### src/design/cbm_pkg.sv
// ==========================================================
// shared constants of the configurable pin function mux
// ==========================================================
package cbm_pkg;

    // pin count and selection code width
    localparam int PIN_N = 4;
    localparam int SEL_W = 5;

    // function selection codes held in configuration memory
    localparam logic [SEL_W-1:0] SEL_TRISTATE = 5'h00;
    localparam logic [SEL_W-1:0] SEL_DRIVE1 = 5'h01;
    localparam logic [SEL_W-1:0] SEL_DRIVE0 = 5'h02;
    localparam logic [SEL_W-1:0] SEL_RS485_EN = 5'h03;
    localparam logic [SEL_W-1:0] SEL_POWER_ON_N = 5'h04;
    localparam logic [SEL_W-1:0] SEL_TX_LED_N = 5'h05;
    localparam logic [SEL_W-1:0] SEL_RX_LED_N = 5'h06;
    localparam logic [SEL_W-1:0] SEL_ANY_LED_N = 5'h07;
    localparam logic [SEL_W-1:0] SEL_SUSPEND_N = 5'h08;
    localparam logic [SEL_W-1:0] SEL_CLK_FAST = 5'h09;
    localparam logic [SEL_W-1:0] SEL_CLK_MID = 5'h0a;
    localparam logic [SEL_W-1:0] SEL_CLK_SLOW = 5'h0b;
    localparam logic [SEL_W-1:0] SEL_GPIO = 5'h0c;
    localparam logic [SEL_W-1:0] SEL_CHARGER = 5'h0d;
    localparam logic [SEL_W-1:0] SEL_CHARGER_N = 5'h0e;
    localparam logic [SEL_W-1:0] SEL_WR_STROBE_N = 5'h0f;
    localparam logic [SEL_W-1:0] SEL_RD_STROBE_N = 5'h10;
    localparam logic [SEL_W-1:0] SEL_BUS_POWER = 5'h11;
    localparam logic [SEL_W-1:0] SEL_TIME_STAMP = 5'h12;
    localparam logic [SEL_W-1:0] SEL_KEEP_AWAKE_N = 5'h13;

    // selections used while configuration memory is not loaded
    localparam logic [SEL_W-1:0] DEF_SEL_0 = SEL_RS485_EN;
    localparam logic [SEL_W-1:0] DEF_SEL_1 = SEL_RX_LED_N;
    localparam logic [SEL_W-1:0] DEF_SEL_2 = SEL_TX_LED_N;
    localparam logic [SEL_W-1:0] DEF_SEL_3 = SEL_SUSPEND_N;

    // system clock and clock output frequencies
    localparam longint CLK_HZ = 125_000_000;
    localparam longint FAST_HZ = 24_000_000;
    localparam longint MID_HZ = 12_000_000;
    localparam longint SLOW_HZ = 6_000_000;

    // phase accumulator: one toggle per wrap, two toggles per output period
    localparam int ACC_W = 16;
    localparam logic [ACC_W-1:0] FAST_INC = ACC_W'((2 * FAST_HZ * (64'd1 << ACC_W)) / CLK_HZ);
    localparam logic [ACC_W-1:0] MID_INC = ACC_W'((2 * MID_HZ * (64'd1 << ACC_W)) / CLK_HZ);
    localparam logic [ACC_W-1:0] SLOW_INC = ACC_W'((2 * SLOW_HZ * (64'd1 << ACC_W)) / CLK_HZ);

    // activity led stretch time and its cycle count
    localparam longint LED_HOLD_NS = 1_000_000;
    localparam int LED_HOLD_CYC = int'((LED_HOLD_NS * CLK_HZ) / 64'd1_000_000_000);

    // reset values
    localparam logic [PIN_N-1:0] PINS_UNDRIVEN_N = 4'hf;
    localparam logic [PIN_N-1:0] PINS_LOW = 4'h0;

endpackage : cbm_pkg

### src/design/cbm_clk_if.sv
`timescale 1ns/1ps
// ==========================================================
// carrier of the divided clock levels
// ==========================================================
interface cbm_clk_if;
    logic run; // clocks run while high
    logic clock_out_fast; // 24 MHz level
    logic clock_out_mid; // 12 MHz level
    logic clock_out_slow; // 6 MHz level

    // generator side
    modport gen (input run, output clock_out_fast, output clock_out_mid, output clock_out_slow);
    // user side
    modport user (output run, input clock_out_fast, input clock_out_mid, input clock_out_slow);
endinterface : cbm_clk_if

### src/design/cbm_pin_mux.sv
`timescale 1ns/1ps
// ==========================================================
// configurable control pin function mux
// ==========================================================
// Notes on behaviour
// - each pin's function comes from configuration memory
// - high impedance keeps the driver off
// - constant-high drives logic one
// - constant-low drives logic zero
// - rs485 enable high while serial data sends
// - power indicator low once configured, high suspended
// - tx led pulses low on usb transmit
// - rx led pulses low on usb receive
// - combined led pulses low on either
// - suspend indicator low while link suspended
// - clock options output 24, 12, 6 MHz
// - gpio option makes pin host bit-bang line
// - charger option high when charger detected
// - inverted charger option outputs the complement
// - write strobe option outputs bit-bang write strobe
// - read strobe option outputs bit-bang read strobe
// - bus power option senses pin as input
// - time stamp toggles per start-of-frame
// - keep-awake input low blocks suspend entry
// - clock outputs stop during suspend
// - defaults: rs485, rx led, tx led, suspend
module cbm_pin_mux
    import cbm_pkg::*;
#(
    parameter int LED_HOLD = LED_HOLD_CYC // activity led stretch, cycles
)
(
    // clock and reset
    input wire logic clock,
    input wire logic rst_b,

    // configuration memory
    input wire logic config_valid,
    input wire logic [PIN_N-1:0][SEL_W-1:0] config_nvm_sel,

    // internal status from uart and usb engine
    input wire logic uart_tx_busy,
    input wire logic usb_configured,
    input wire logic usb_suspended,
    input wire logic usb_tx_active,
    input wire logic usb_rx_active,
    input wire logic usb_sof_pulse,
    input wire logic charger_detected,

    // bit-bang engine
    input wire logic parallel_write_strobe_n,
    input wire logic parallel_read_strobe_n,
    input wire logic [PIN_N-1:0] gpio_out,
    input wire logic [PIN_N-1:0] gpio_drive,

    // pads
    input wire logic [PIN_N-1:0] config_bus_pin_in,
    output logic [PIN_N-1:0] config_bus_pin_out,
    output logic [PIN_N-1:0] config_bus_pin_oe_n,

    // sensed inputs
    output logic [PIN_N-1:0] gpio_in,
    output logic bus_power_sense_in,
    output logic keep_awake_n
);

    // counter width and reload value
    localparam int HOLD_W = $clog2(LED_HOLD + 1);
    localparam logic [HOLD_W-1:0] HOLD_LOAD = HOLD_W'(LED_HOLD);

    // ==========================================================
    // input synchronisers
    // ==========================================================
    logic [PIN_N-1:0] pin_s1_q; // first stage, read only by second
    logic [PIN_N-1:0] pin_s2_q; // stable pad level

    // two flops on every pad input
    always_ff @(posedge clock or negedge rst_b)
    begin
        if (!rst_b)
        begin
            pin_s1_q <= '0;
            pin_s2_q <= '0;
        end
        else
        begin
            pin_s1_q <= config_bus_pin_in;
            pin_s2_q <= pin_s1_q;
        end
    end

    // ==========================================================
    // selection
    // ==========================================================
    logic [PIN_N-1:0][SEL_W-1:0] sel; // active selection per pin

    // memory setting, or defaults before it is loaded
    always_comb
    begin
        if (config_valid)
        begin
            sel = config_nvm_sel;
        end
        else
        begin
            sel[0] = DEF_SEL_0;
            sel[1] = DEF_SEL_1;
            sel[2] = DEF_SEL_2;
            sel[3] = DEF_SEL_3;
        end
    end

    // ==========================================================
    // clock outputs
    // ==========================================================
    cbm_clk_if clk_bus ();

    // clocks frozen low while suspended
    assign clk_bus.run = !usb_suspended;

    cbm_clk_gen u_clk_gen (
        .clock (clock),
        .rst_b (rst_b),
        .clk_bus (clk_bus.gen)
    );

    // ==========================================================
    // activity led stretchers: tx, rx, either
    // ==========================================================
    logic [2:0] led_act; // raw activity per led kind
    logic [2:0][HOLD_W-1:0] led_cnt_q; // remaining low time
    logic [2:0] led_n; // active-low led levels

    assign led_act = {usb_tx_active | usb_rx_active, usb_rx_active, usb_tx_active};

    // reload on activity so short bursts stay visible
    always_ff @(posedge clock or negedge rst_b)
    begin
        if (!rst_b)
        begin
            led_cnt_q <= '0;
        end
        else
        begin
            for (int k = 0; k < 3; k++)
            begin
                if (led_act[k])
                begin
                    led_cnt_q[k] <= HOLD_LOAD;
                end
                else if (led_cnt_q[k] != '0)
                begin
                    led_cnt_q[k] <= led_cnt_q[k] - HOLD_W'(1);
                end
            end
        end
    end

    // low while active or stretching, high otherwise
    always_comb
    begin
        for (int k = 0; k < 3; k++)
        begin
            led_n[k] = !(led_act[k] || (led_cnt_q[k] != '0));
        end
    end

    // ==========================================================
    // time stamp
    // ==========================================================
    logic stamp_q; // toggles per start-of-frame

    // one toggle per received frame marker
    always_ff @(posedge clock or negedge rst_b)
    begin
        if (!rst_b)
        begin
            stamp_q <= 1'b0;
        end
        else if (usb_sof_pulse)
        begin
            stamp_q <= ~stamp_q;
        end
    end

    // ==========================================================
    // per-pin function mux
    // ==========================================================
    logic [PIN_N-1:0] out_d; // next pad level
    logic [PIN_N-1:0] oe_n_d; // next driver enable, low drives
    logic power_on_n; // power switch indicator

    // high until configured and whenever suspended
    assign power_on_n = !(usb_configured && !usb_suspended);

    // choose source and driver state for each pin
    always_comb
    begin
        for (int i = 0; i < PIN_N; i++)
        begin
            out_d[i] = 1'b0;
            oe_n_d[i] = 1'b0; // output selections drive
            case (sel[i])
                // fixed levels
                SEL_TRISTATE: oe_n_d[i] = 1'b1;
                SEL_DRIVE1: out_d[i] = 1'b1;
                SEL_DRIVE0: out_d[i] = 1'b0;

                // uart and usb status
                SEL_RS485_EN: out_d[i] = uart_tx_busy;
                SEL_POWER_ON_N: out_d[i] = power_on_n;

                // activity leds and suspend
                SEL_TX_LED_N: out_d[i] = led_n[0];
                SEL_RX_LED_N: out_d[i] = led_n[1];
                SEL_ANY_LED_N: out_d[i] = led_n[2];
                SEL_SUSPEND_N: out_d[i] = !usb_suspended;

                // divided clocks
                SEL_CLK_FAST: out_d[i] = clk_bus.clock_out_fast;
                SEL_CLK_MID: out_d[i] = clk_bus.clock_out_mid;
                SEL_CLK_SLOW: out_d[i] = clk_bus.clock_out_slow;

                // host lines, charger and strobes
                SEL_GPIO:
                begin
                    // host drives or reads the pin
                    out_d[i] = gpio_out[i];
                    oe_n_d[i] = !gpio_drive[i];
                end
                SEL_CHARGER: out_d[i] = charger_detected;
                SEL_CHARGER_N: out_d[i] = !charger_detected;
                SEL_WR_STROBE_N: out_d[i] = parallel_write_strobe_n;
                SEL_RD_STROBE_N: out_d[i] = parallel_read_strobe_n;

                // sense inputs and time stamp
                SEL_BUS_POWER: oe_n_d[i] = 1'b1; // input only
                SEL_TIME_STAMP: out_d[i] = stamp_q;
                SEL_KEEP_AWAKE_N: oe_n_d[i] = 1'b1; // input only
                default: oe_n_d[i] = 1'b1; // unknown code stays off
            endcase
        end
    end

    // ==========================================================
    // sensed inputs
    // ==========================================================
    logic sense_any; // some pin selected as bus power sense
    logic sense_hi; // a sense pin reads high
    logic awake_lo; // a keep-awake pin reads low

    // gather the input-type selections
    always_comb
    begin
        sense_any = 1'b0;
        sense_hi = 1'b0;
        awake_lo = 1'b0;
        for (int i = 0; i < PIN_N; i++)
        begin
            if (sel[i] == SEL_BUS_POWER)
            begin
                sense_any = 1'b1;
                sense_hi = sense_hi | pin_s2_q[i];
            end
            if (sel[i] == SEL_KEEP_AWAKE_N)
            begin
                awake_lo = awake_lo | !pin_s2_q[i];
            end
        end
    end

    // ==========================================================
    // output registers
    // ==========================================================
    // pad level, low during reset
    always_ff @(posedge clock or negedge rst_b)
    begin
        if (!rst_b)
        begin
            config_bus_pin_out <= PINS_LOW;
        end
        else
        begin
            config_bus_pin_out <= out_d;
        end
    end

    // pads undriven during reset
    always_ff @(posedge clock or negedge rst_b)
    begin
        if (!rst_b)
        begin
            config_bus_pin_oe_n <= PINS_UNDRIVEN_N;
        end
        else
        begin
            config_bus_pin_oe_n <= oe_n_d;
        end
    end

    // synchronised pad levels for the host
    always_ff @(posedge clock or negedge rst_b)
    begin
        if (!rst_b)
        begin
            gpio_in <= PINS_LOW;
        end
        else
        begin
            gpio_in <= pin_s2_q;
        end
    end

    // bus power assumed present with no sense pin
    always_ff @(posedge clock or negedge rst_b)
    begin
        if (!rst_b)
        begin
            bus_power_sense_in <= 1'b1;
        end
        else
        begin
            bus_power_sense_in <= !sense_any || sense_hi;
        end
    end

    // keep-awake request, idle high
    always_ff @(posedge clock or negedge rst_b)
    begin
        if (!rst_b)
        begin
            keep_awake_n <= 1'b1;
        end
        else
        begin
            keep_awake_n <= !awake_lo;
        end
    end

endmodule : cbm_pin_mux

### src/design/cbm_clk_gen.sv
`timescale 1ns/1ps
// ==========================================================
// phase accumulator clock generator, three rates
// ==========================================================
module cbm_clk_gen
    import cbm_pkg::*;
(
    // clock and reset
    input wire logic clock,
    input wire logic rst_b,
    // clock levels
    cbm_clk_if.gen clk_bus
);

    localparam int N = 3;
    // per-rate increment
    localparam logic [N-1:0][ACC_W-1:0] INC = {SLOW_INC, MID_INC, FAST_INC};

    logic [N-1:0][ACC_W-1:0] acc_q; // phase accumulators
    logic [N-1:0] lvl_q; // output levels

    // accumulate; a carry out toggles the level; stopped clocks sit low
    always_ff @(posedge clock or negedge rst_b)
    begin
        if (!rst_b)
        begin
            acc_q <= '0;
            lvl_q <= '0;
        end
        else if (!clk_bus.run)
        begin
            acc_q <= '0;
            lvl_q <= '0;
        end
        else
        begin
            for (int i = 0; i < N; i++)
            begin
                acc_q[i] <= acc_q[i] + INC[i];
                if ((({1'b0, acc_q[i]} + {1'b0, INC[i]}) >> ACC_W) != '0)
                begin
                    lvl_q[i] <= ~lvl_q[i];
                end
            end
        end
    end

    assign clk_bus.clock_out_fast = lvl_q[0];
    assign clk_bus.clock_out_mid = lvl_q[1];
    assign clk_bus.clock_out_slow = lvl_q[2];

endmodule : cbm_clk_gen

### config.mk
export PLATFORM = sky130hd
export DESIGN_NAME = cbm_pin_mux
export DESIGN_NICKNAME = d
export VERILOG_FILES = /design/src/design/cbm_pkg.sv /design/src/design/cbm_clk_if.sv /design/src/design/cbm_pin_mux.sv /design/src/design/cbm_clk_gen.sv
export SDC_FILE = /design/constraint.sdc
export NUM_CORES = 1
export LEC_CHECK = 0
export ABC_AREA = 1
export BUFFER_PORTS_ARGS = -buffer_cell sky130_fd_sc_hd__buf_2
export CORE_ASPECT_RATIO = 1.1
export CORE_MARGIN = 1.5
export CORE_UTILIZATION = 55
export CTS_CLUSTER_DIAMETER = 200
export CTS_CLUSTER_SIZE = 14
export DETAILED_ROUTE_END_ITERATION = 10
export HOLD_SLACK_MARGIN = 0.1
export PLACE_DENSITY = 0.77
export SLEW_MARGIN = 20
export SYNTH_ARGS = -nofsm -noshare
export SYNTH_HDL_FRONTEND = slang
export SYNTH_SLANG_ARGS = --single-unit
### constraint.sdc
create_clock -name clock -period 1.41 [get_ports clock]
set_input_delay 0.141 -clock clock [delete_from_list [all_inputs] [get_ports clock]]
set_output_delay 0.141 -clock clock [all_outputs]
set_load 0.05 [all_outputs]
==> reports/summary.txt <==
Outcome - complete, but fails checks
Violated checks - negative setup slack
Seq cells post-synth - 124
Switching Fraction - 0.290
Initial antenna violation count - 0
Yosys warns - 0
Slew headroom - 0.571
Die Width - 118 um
Die Area - 0.0152 mm^2
Commonest cells after routing, fill and taps aside - nand2_1, nor2_1, buf_4
Seq/Total Area, Yosys - 0.390
Most common cell on crit path - nor2_4
Switch Pwr - 3.37 mW
Root Buffer - clkbuf_16
Final period utilization - 1.11
Hold endpoint - led_cnt_q[27]
Final Hold Vio Count - 0
Max Fclk - 0.636 GHz
Num rows - 46
Total clock buffers created by CTS - 17
Worst-path clk slew - 0.06 ns
CP arrival - 1.88 ns
Syn_nets - 1230
Synthesized instance count - 1177
Sequential Power Share - 0.352
Clock Sinks - 124
CP Cell Sequence - nor2_2, nand2_2, nor2_4, nand3_2, nor2_4, buf_6, nor3_1
CP Capture Type - flip-flop
Final Slew Violations - 0
Clock Power Share - 0.451
Netlist Area Pre-Place - 0.00798 mm^2
CTS tree - built
WL/cell - 16.0 um
IO Count - 58
Utilization after layout - 0.791
Via count - 9125
Vias in the first global route - 8208
Startpoint Class - flip-flop
Worst skew pair latency - 0.43 ns
Internal power - 8.27 mW
Crit Path Class - reg2reg
Final non-filler cell total - 1608
Pin count of the biggest net entering global routing - 39
GPL Wtd Cong - 0.961
Comb pwr share - 0.197
Req. time, crit path - 1.72 ns
Commonest non-fill, non-tap cell in the layout - nand2_1
I/O Buffers - 57
Die height - 129 um
Share of layout cells above drive strength 1 - 0.332
Final WS setup - -0.162 ns
Worst stage delay on the critical path - 0.43 ns
DRC viols - 0
N_diodes - 0
WL final - 25700 um
Routed Antenna Nets - 0
Maxcap violations - 0
Dpl hpwl - 15300 um
Leakage power - 5.45 nW
Hold WC Path Type - in2reg
Area delta synth->final - 41.4%
Placed insts - 1525
Via/cell ratio - 5.67
FF-to-FF path depth - 7
Syn Area/Cell - 6.78 um^2
End of the worst register-to-register path - led_cnt_q[7]
Core Area - 0.0143 mm^2
Final #Nets - 1456
RSZ-0062 raised after global routing - true
R2R Setup Slk - -0.16 ns
First-pass GRT wire length - 37400 um
Netlist cell types - 38
Hold path cells - 3
Max Root-Sink Buffers - 2
Worst slew pin tran - 0.636 ns
Pre-Repair DR Iteration Count - 8
Crit-path max FO - 5
Setup violations, final - 50
H-tree depth - 4
RR Startpoint - led_cnt_q[11]
Initial drt markers - 1079
Crit path time final - 1.57 ns
Initial core utilization - 0.559
Clk_skew - 0.00931 ns
Hold Path Origin - usb_rx_active
All-Layer GR Usage - 0.302
Worst vdd ir - 1.04 mV
Slowest CP cell - dfrtp_1
GRT Residual Overflow - 0
Power density over the cells - 1030 mW/mm^2
## power groups by stage
| stage | clock, mW | combinational [mW] | sequential [mW] |
|---|---|---|---|
| floorplan | 0 | 0.917 | 4.20 |
| global placement | 0 | 1.77 | 4.09 |
| detailed placement | 0 | 1.80 | 4.09 |
| CTS | 5.28 | 1.92 | 4.05 |
| global route | 5.49 | 2.49 | 4.12 |
| finish | 5.25 | 2.29 | 4.10 |
## routing by layer
metal | share of wire | wire length, um | track usage
met2 | 0.50 | 12800 | 0.533
met5 | 0 | 0 | 0
met4 | 0.047 | 1220 | 0.136
met1 | 0.38 | 9850 | 0.361
met3 | 0.068 | 1760 | 0.0581
## cell usage after synthesis, drive strengths merged
| cell | number | area [um^2] |
|---|---|---|
| a211oi | 1 | 7.51 |
| a21oi | 58 | 290 |
| a31oi | 8 | 50.1 |
| and2 | 4 | 25.0 |
| buf | 9 | 67.6 |
| clkbuf | 6 | 22.5 |
| dfrtp | 118 | 2950 |
| dfstp | 6 | 158 |
| ha | 9 | 113 |
| inv | 149 | 559 |
| nand2 | 285 | 1090 |
| nand3 | 134 | 691 |
| nand3b | 3 | 22.5 |
| nand4 | 41 | 257 |
| nor2 | 227 | 962 |
| nor3 | 30 | 150 |
| nor3b | 2 | 15.0 |
| nor4 | 3 | 18.8 |
| o211ai | 2 | 15.0 |
| o21a | 3 | 22.5 |
| o21ai | 46 | 238 |
| o21bai | 3 | 22.5 |
| o22ai | 1 | 6.26 |
| or2 | 12 | 75.1 |
| or3 | 1 | 6.26 |
| xnor2 | 7 | 61.3 |
| xor2 | 9 | 78.8 |
## kinds of logic (layout without fill, tap and decap cells)
group / Yosys count / after routing / synth area share
simple gates: 742 / 742 / 0.416
buf+inv: 164 / 403 / 0.0814
flops: 124 / 124 / 0.390
compound gates: 122 / 122 / 0.0817
xor+xnor: 16 / 16 / 0.0176
fa+ha+maj: 9 / 9 / 0.0141
## sequential cells by signal (all words and copies together) (netlist names)
| register | flops |
|---|---|
| u_clk_gen.lvl_q | 3 |
| led_cnt_q | 51 |
| config_bus_pin_out | 4 |
| bus_power_sense_in | 1 |
| pin_s1_q | 4 |
| u_clk_gen.acc_q | 47 |
| pin_s2_q | 4 |
| gpio_in | 4 |
| stamp_q | 1 |
| keep_awake_n | 1 |
| config_bus_pin_oe_n | 4 |
## worst max-delay path, delay by kind of cell, from the launching register on
| family | cells | cell delay [ns] |
|---|---|---|
| AND/OR/NAND/NOR | 6 | 0.86 |
| flip-flops | 1 | 0.43 |
| buffers and inverters | 1 | 0.16 |
## per-stage QoR
| stage | setup slack (ns) | TNS (ns) | hold WS (ns) | cell area, um^2 | power (mW) |
|---|---|---|---|---|---|
| 2_1_floorplan | 0.00485 | 0 | -0.155 | 7980 | 5.12 |
| 3_3_place_gp | -0.101 | -0.514 | 0.0849 | 9330 | 5.85 |
| 3_5_place_dp | -0.127 | -1.82 | 0.0858 | 9330 | 5.89 |
| 4_1_cts | -0.0473 | -0.261 | 0.103 | 10400 | 11.2 |
| 5_1_grt | -0.229 | -7.97 | 0.121 | 11300 | 12.1 |
| 6_report | -0.162 | -4.24 | 0.119 | 11300 | 11.6 |
## layout make-up
| cell class | instances | area (um^2) |
|---|---|---|
| repair buffers | 222 | 1660 |
| multi-input cells | 889 | 4990 |
| fillers | 945 | 2990 |
| flip-flops and latches | 124 | 3120 |
| clock inverters | 13 | 262 |
| inverters | 149 | 567 |
| clock buffers | 19 | 443 |
| well taps | 192 | 240 |
## worst max path at each step
stage,from,endpoint,slack (ns),depth (start not counted)
after floorplan,led_cnt_q[17],led_cnt_q[17],0.005,9
after global placement,u_clk_gen.acc_q[32],u_clk_gen.acc_q[46],-0.10,8
after detailed placement,u_clk_gen.acc_q[32],u_clk_gen.acc_q[46],-0.13,8
after CTS,led_cnt_q[29],led_cnt_q[32],-0.05,8
after global routing,led_cnt_q[40],led_cnt_q[39],-0.23,8
final,led_cnt_q[11],led_cnt_q[7],-0.16,7
## repair_timing
item / in CTS / in global routing
buffers inserted: 13 / 28
endpoints found under the setup margin: 50 / 80
hold buffers: 11 / 0
pin swaps: 28 / 57
endpoints found under the hold margin: 134 / 0
gates resized for setup: 61 / 189
Note: power is estimated with default switching activity, not from simulation.
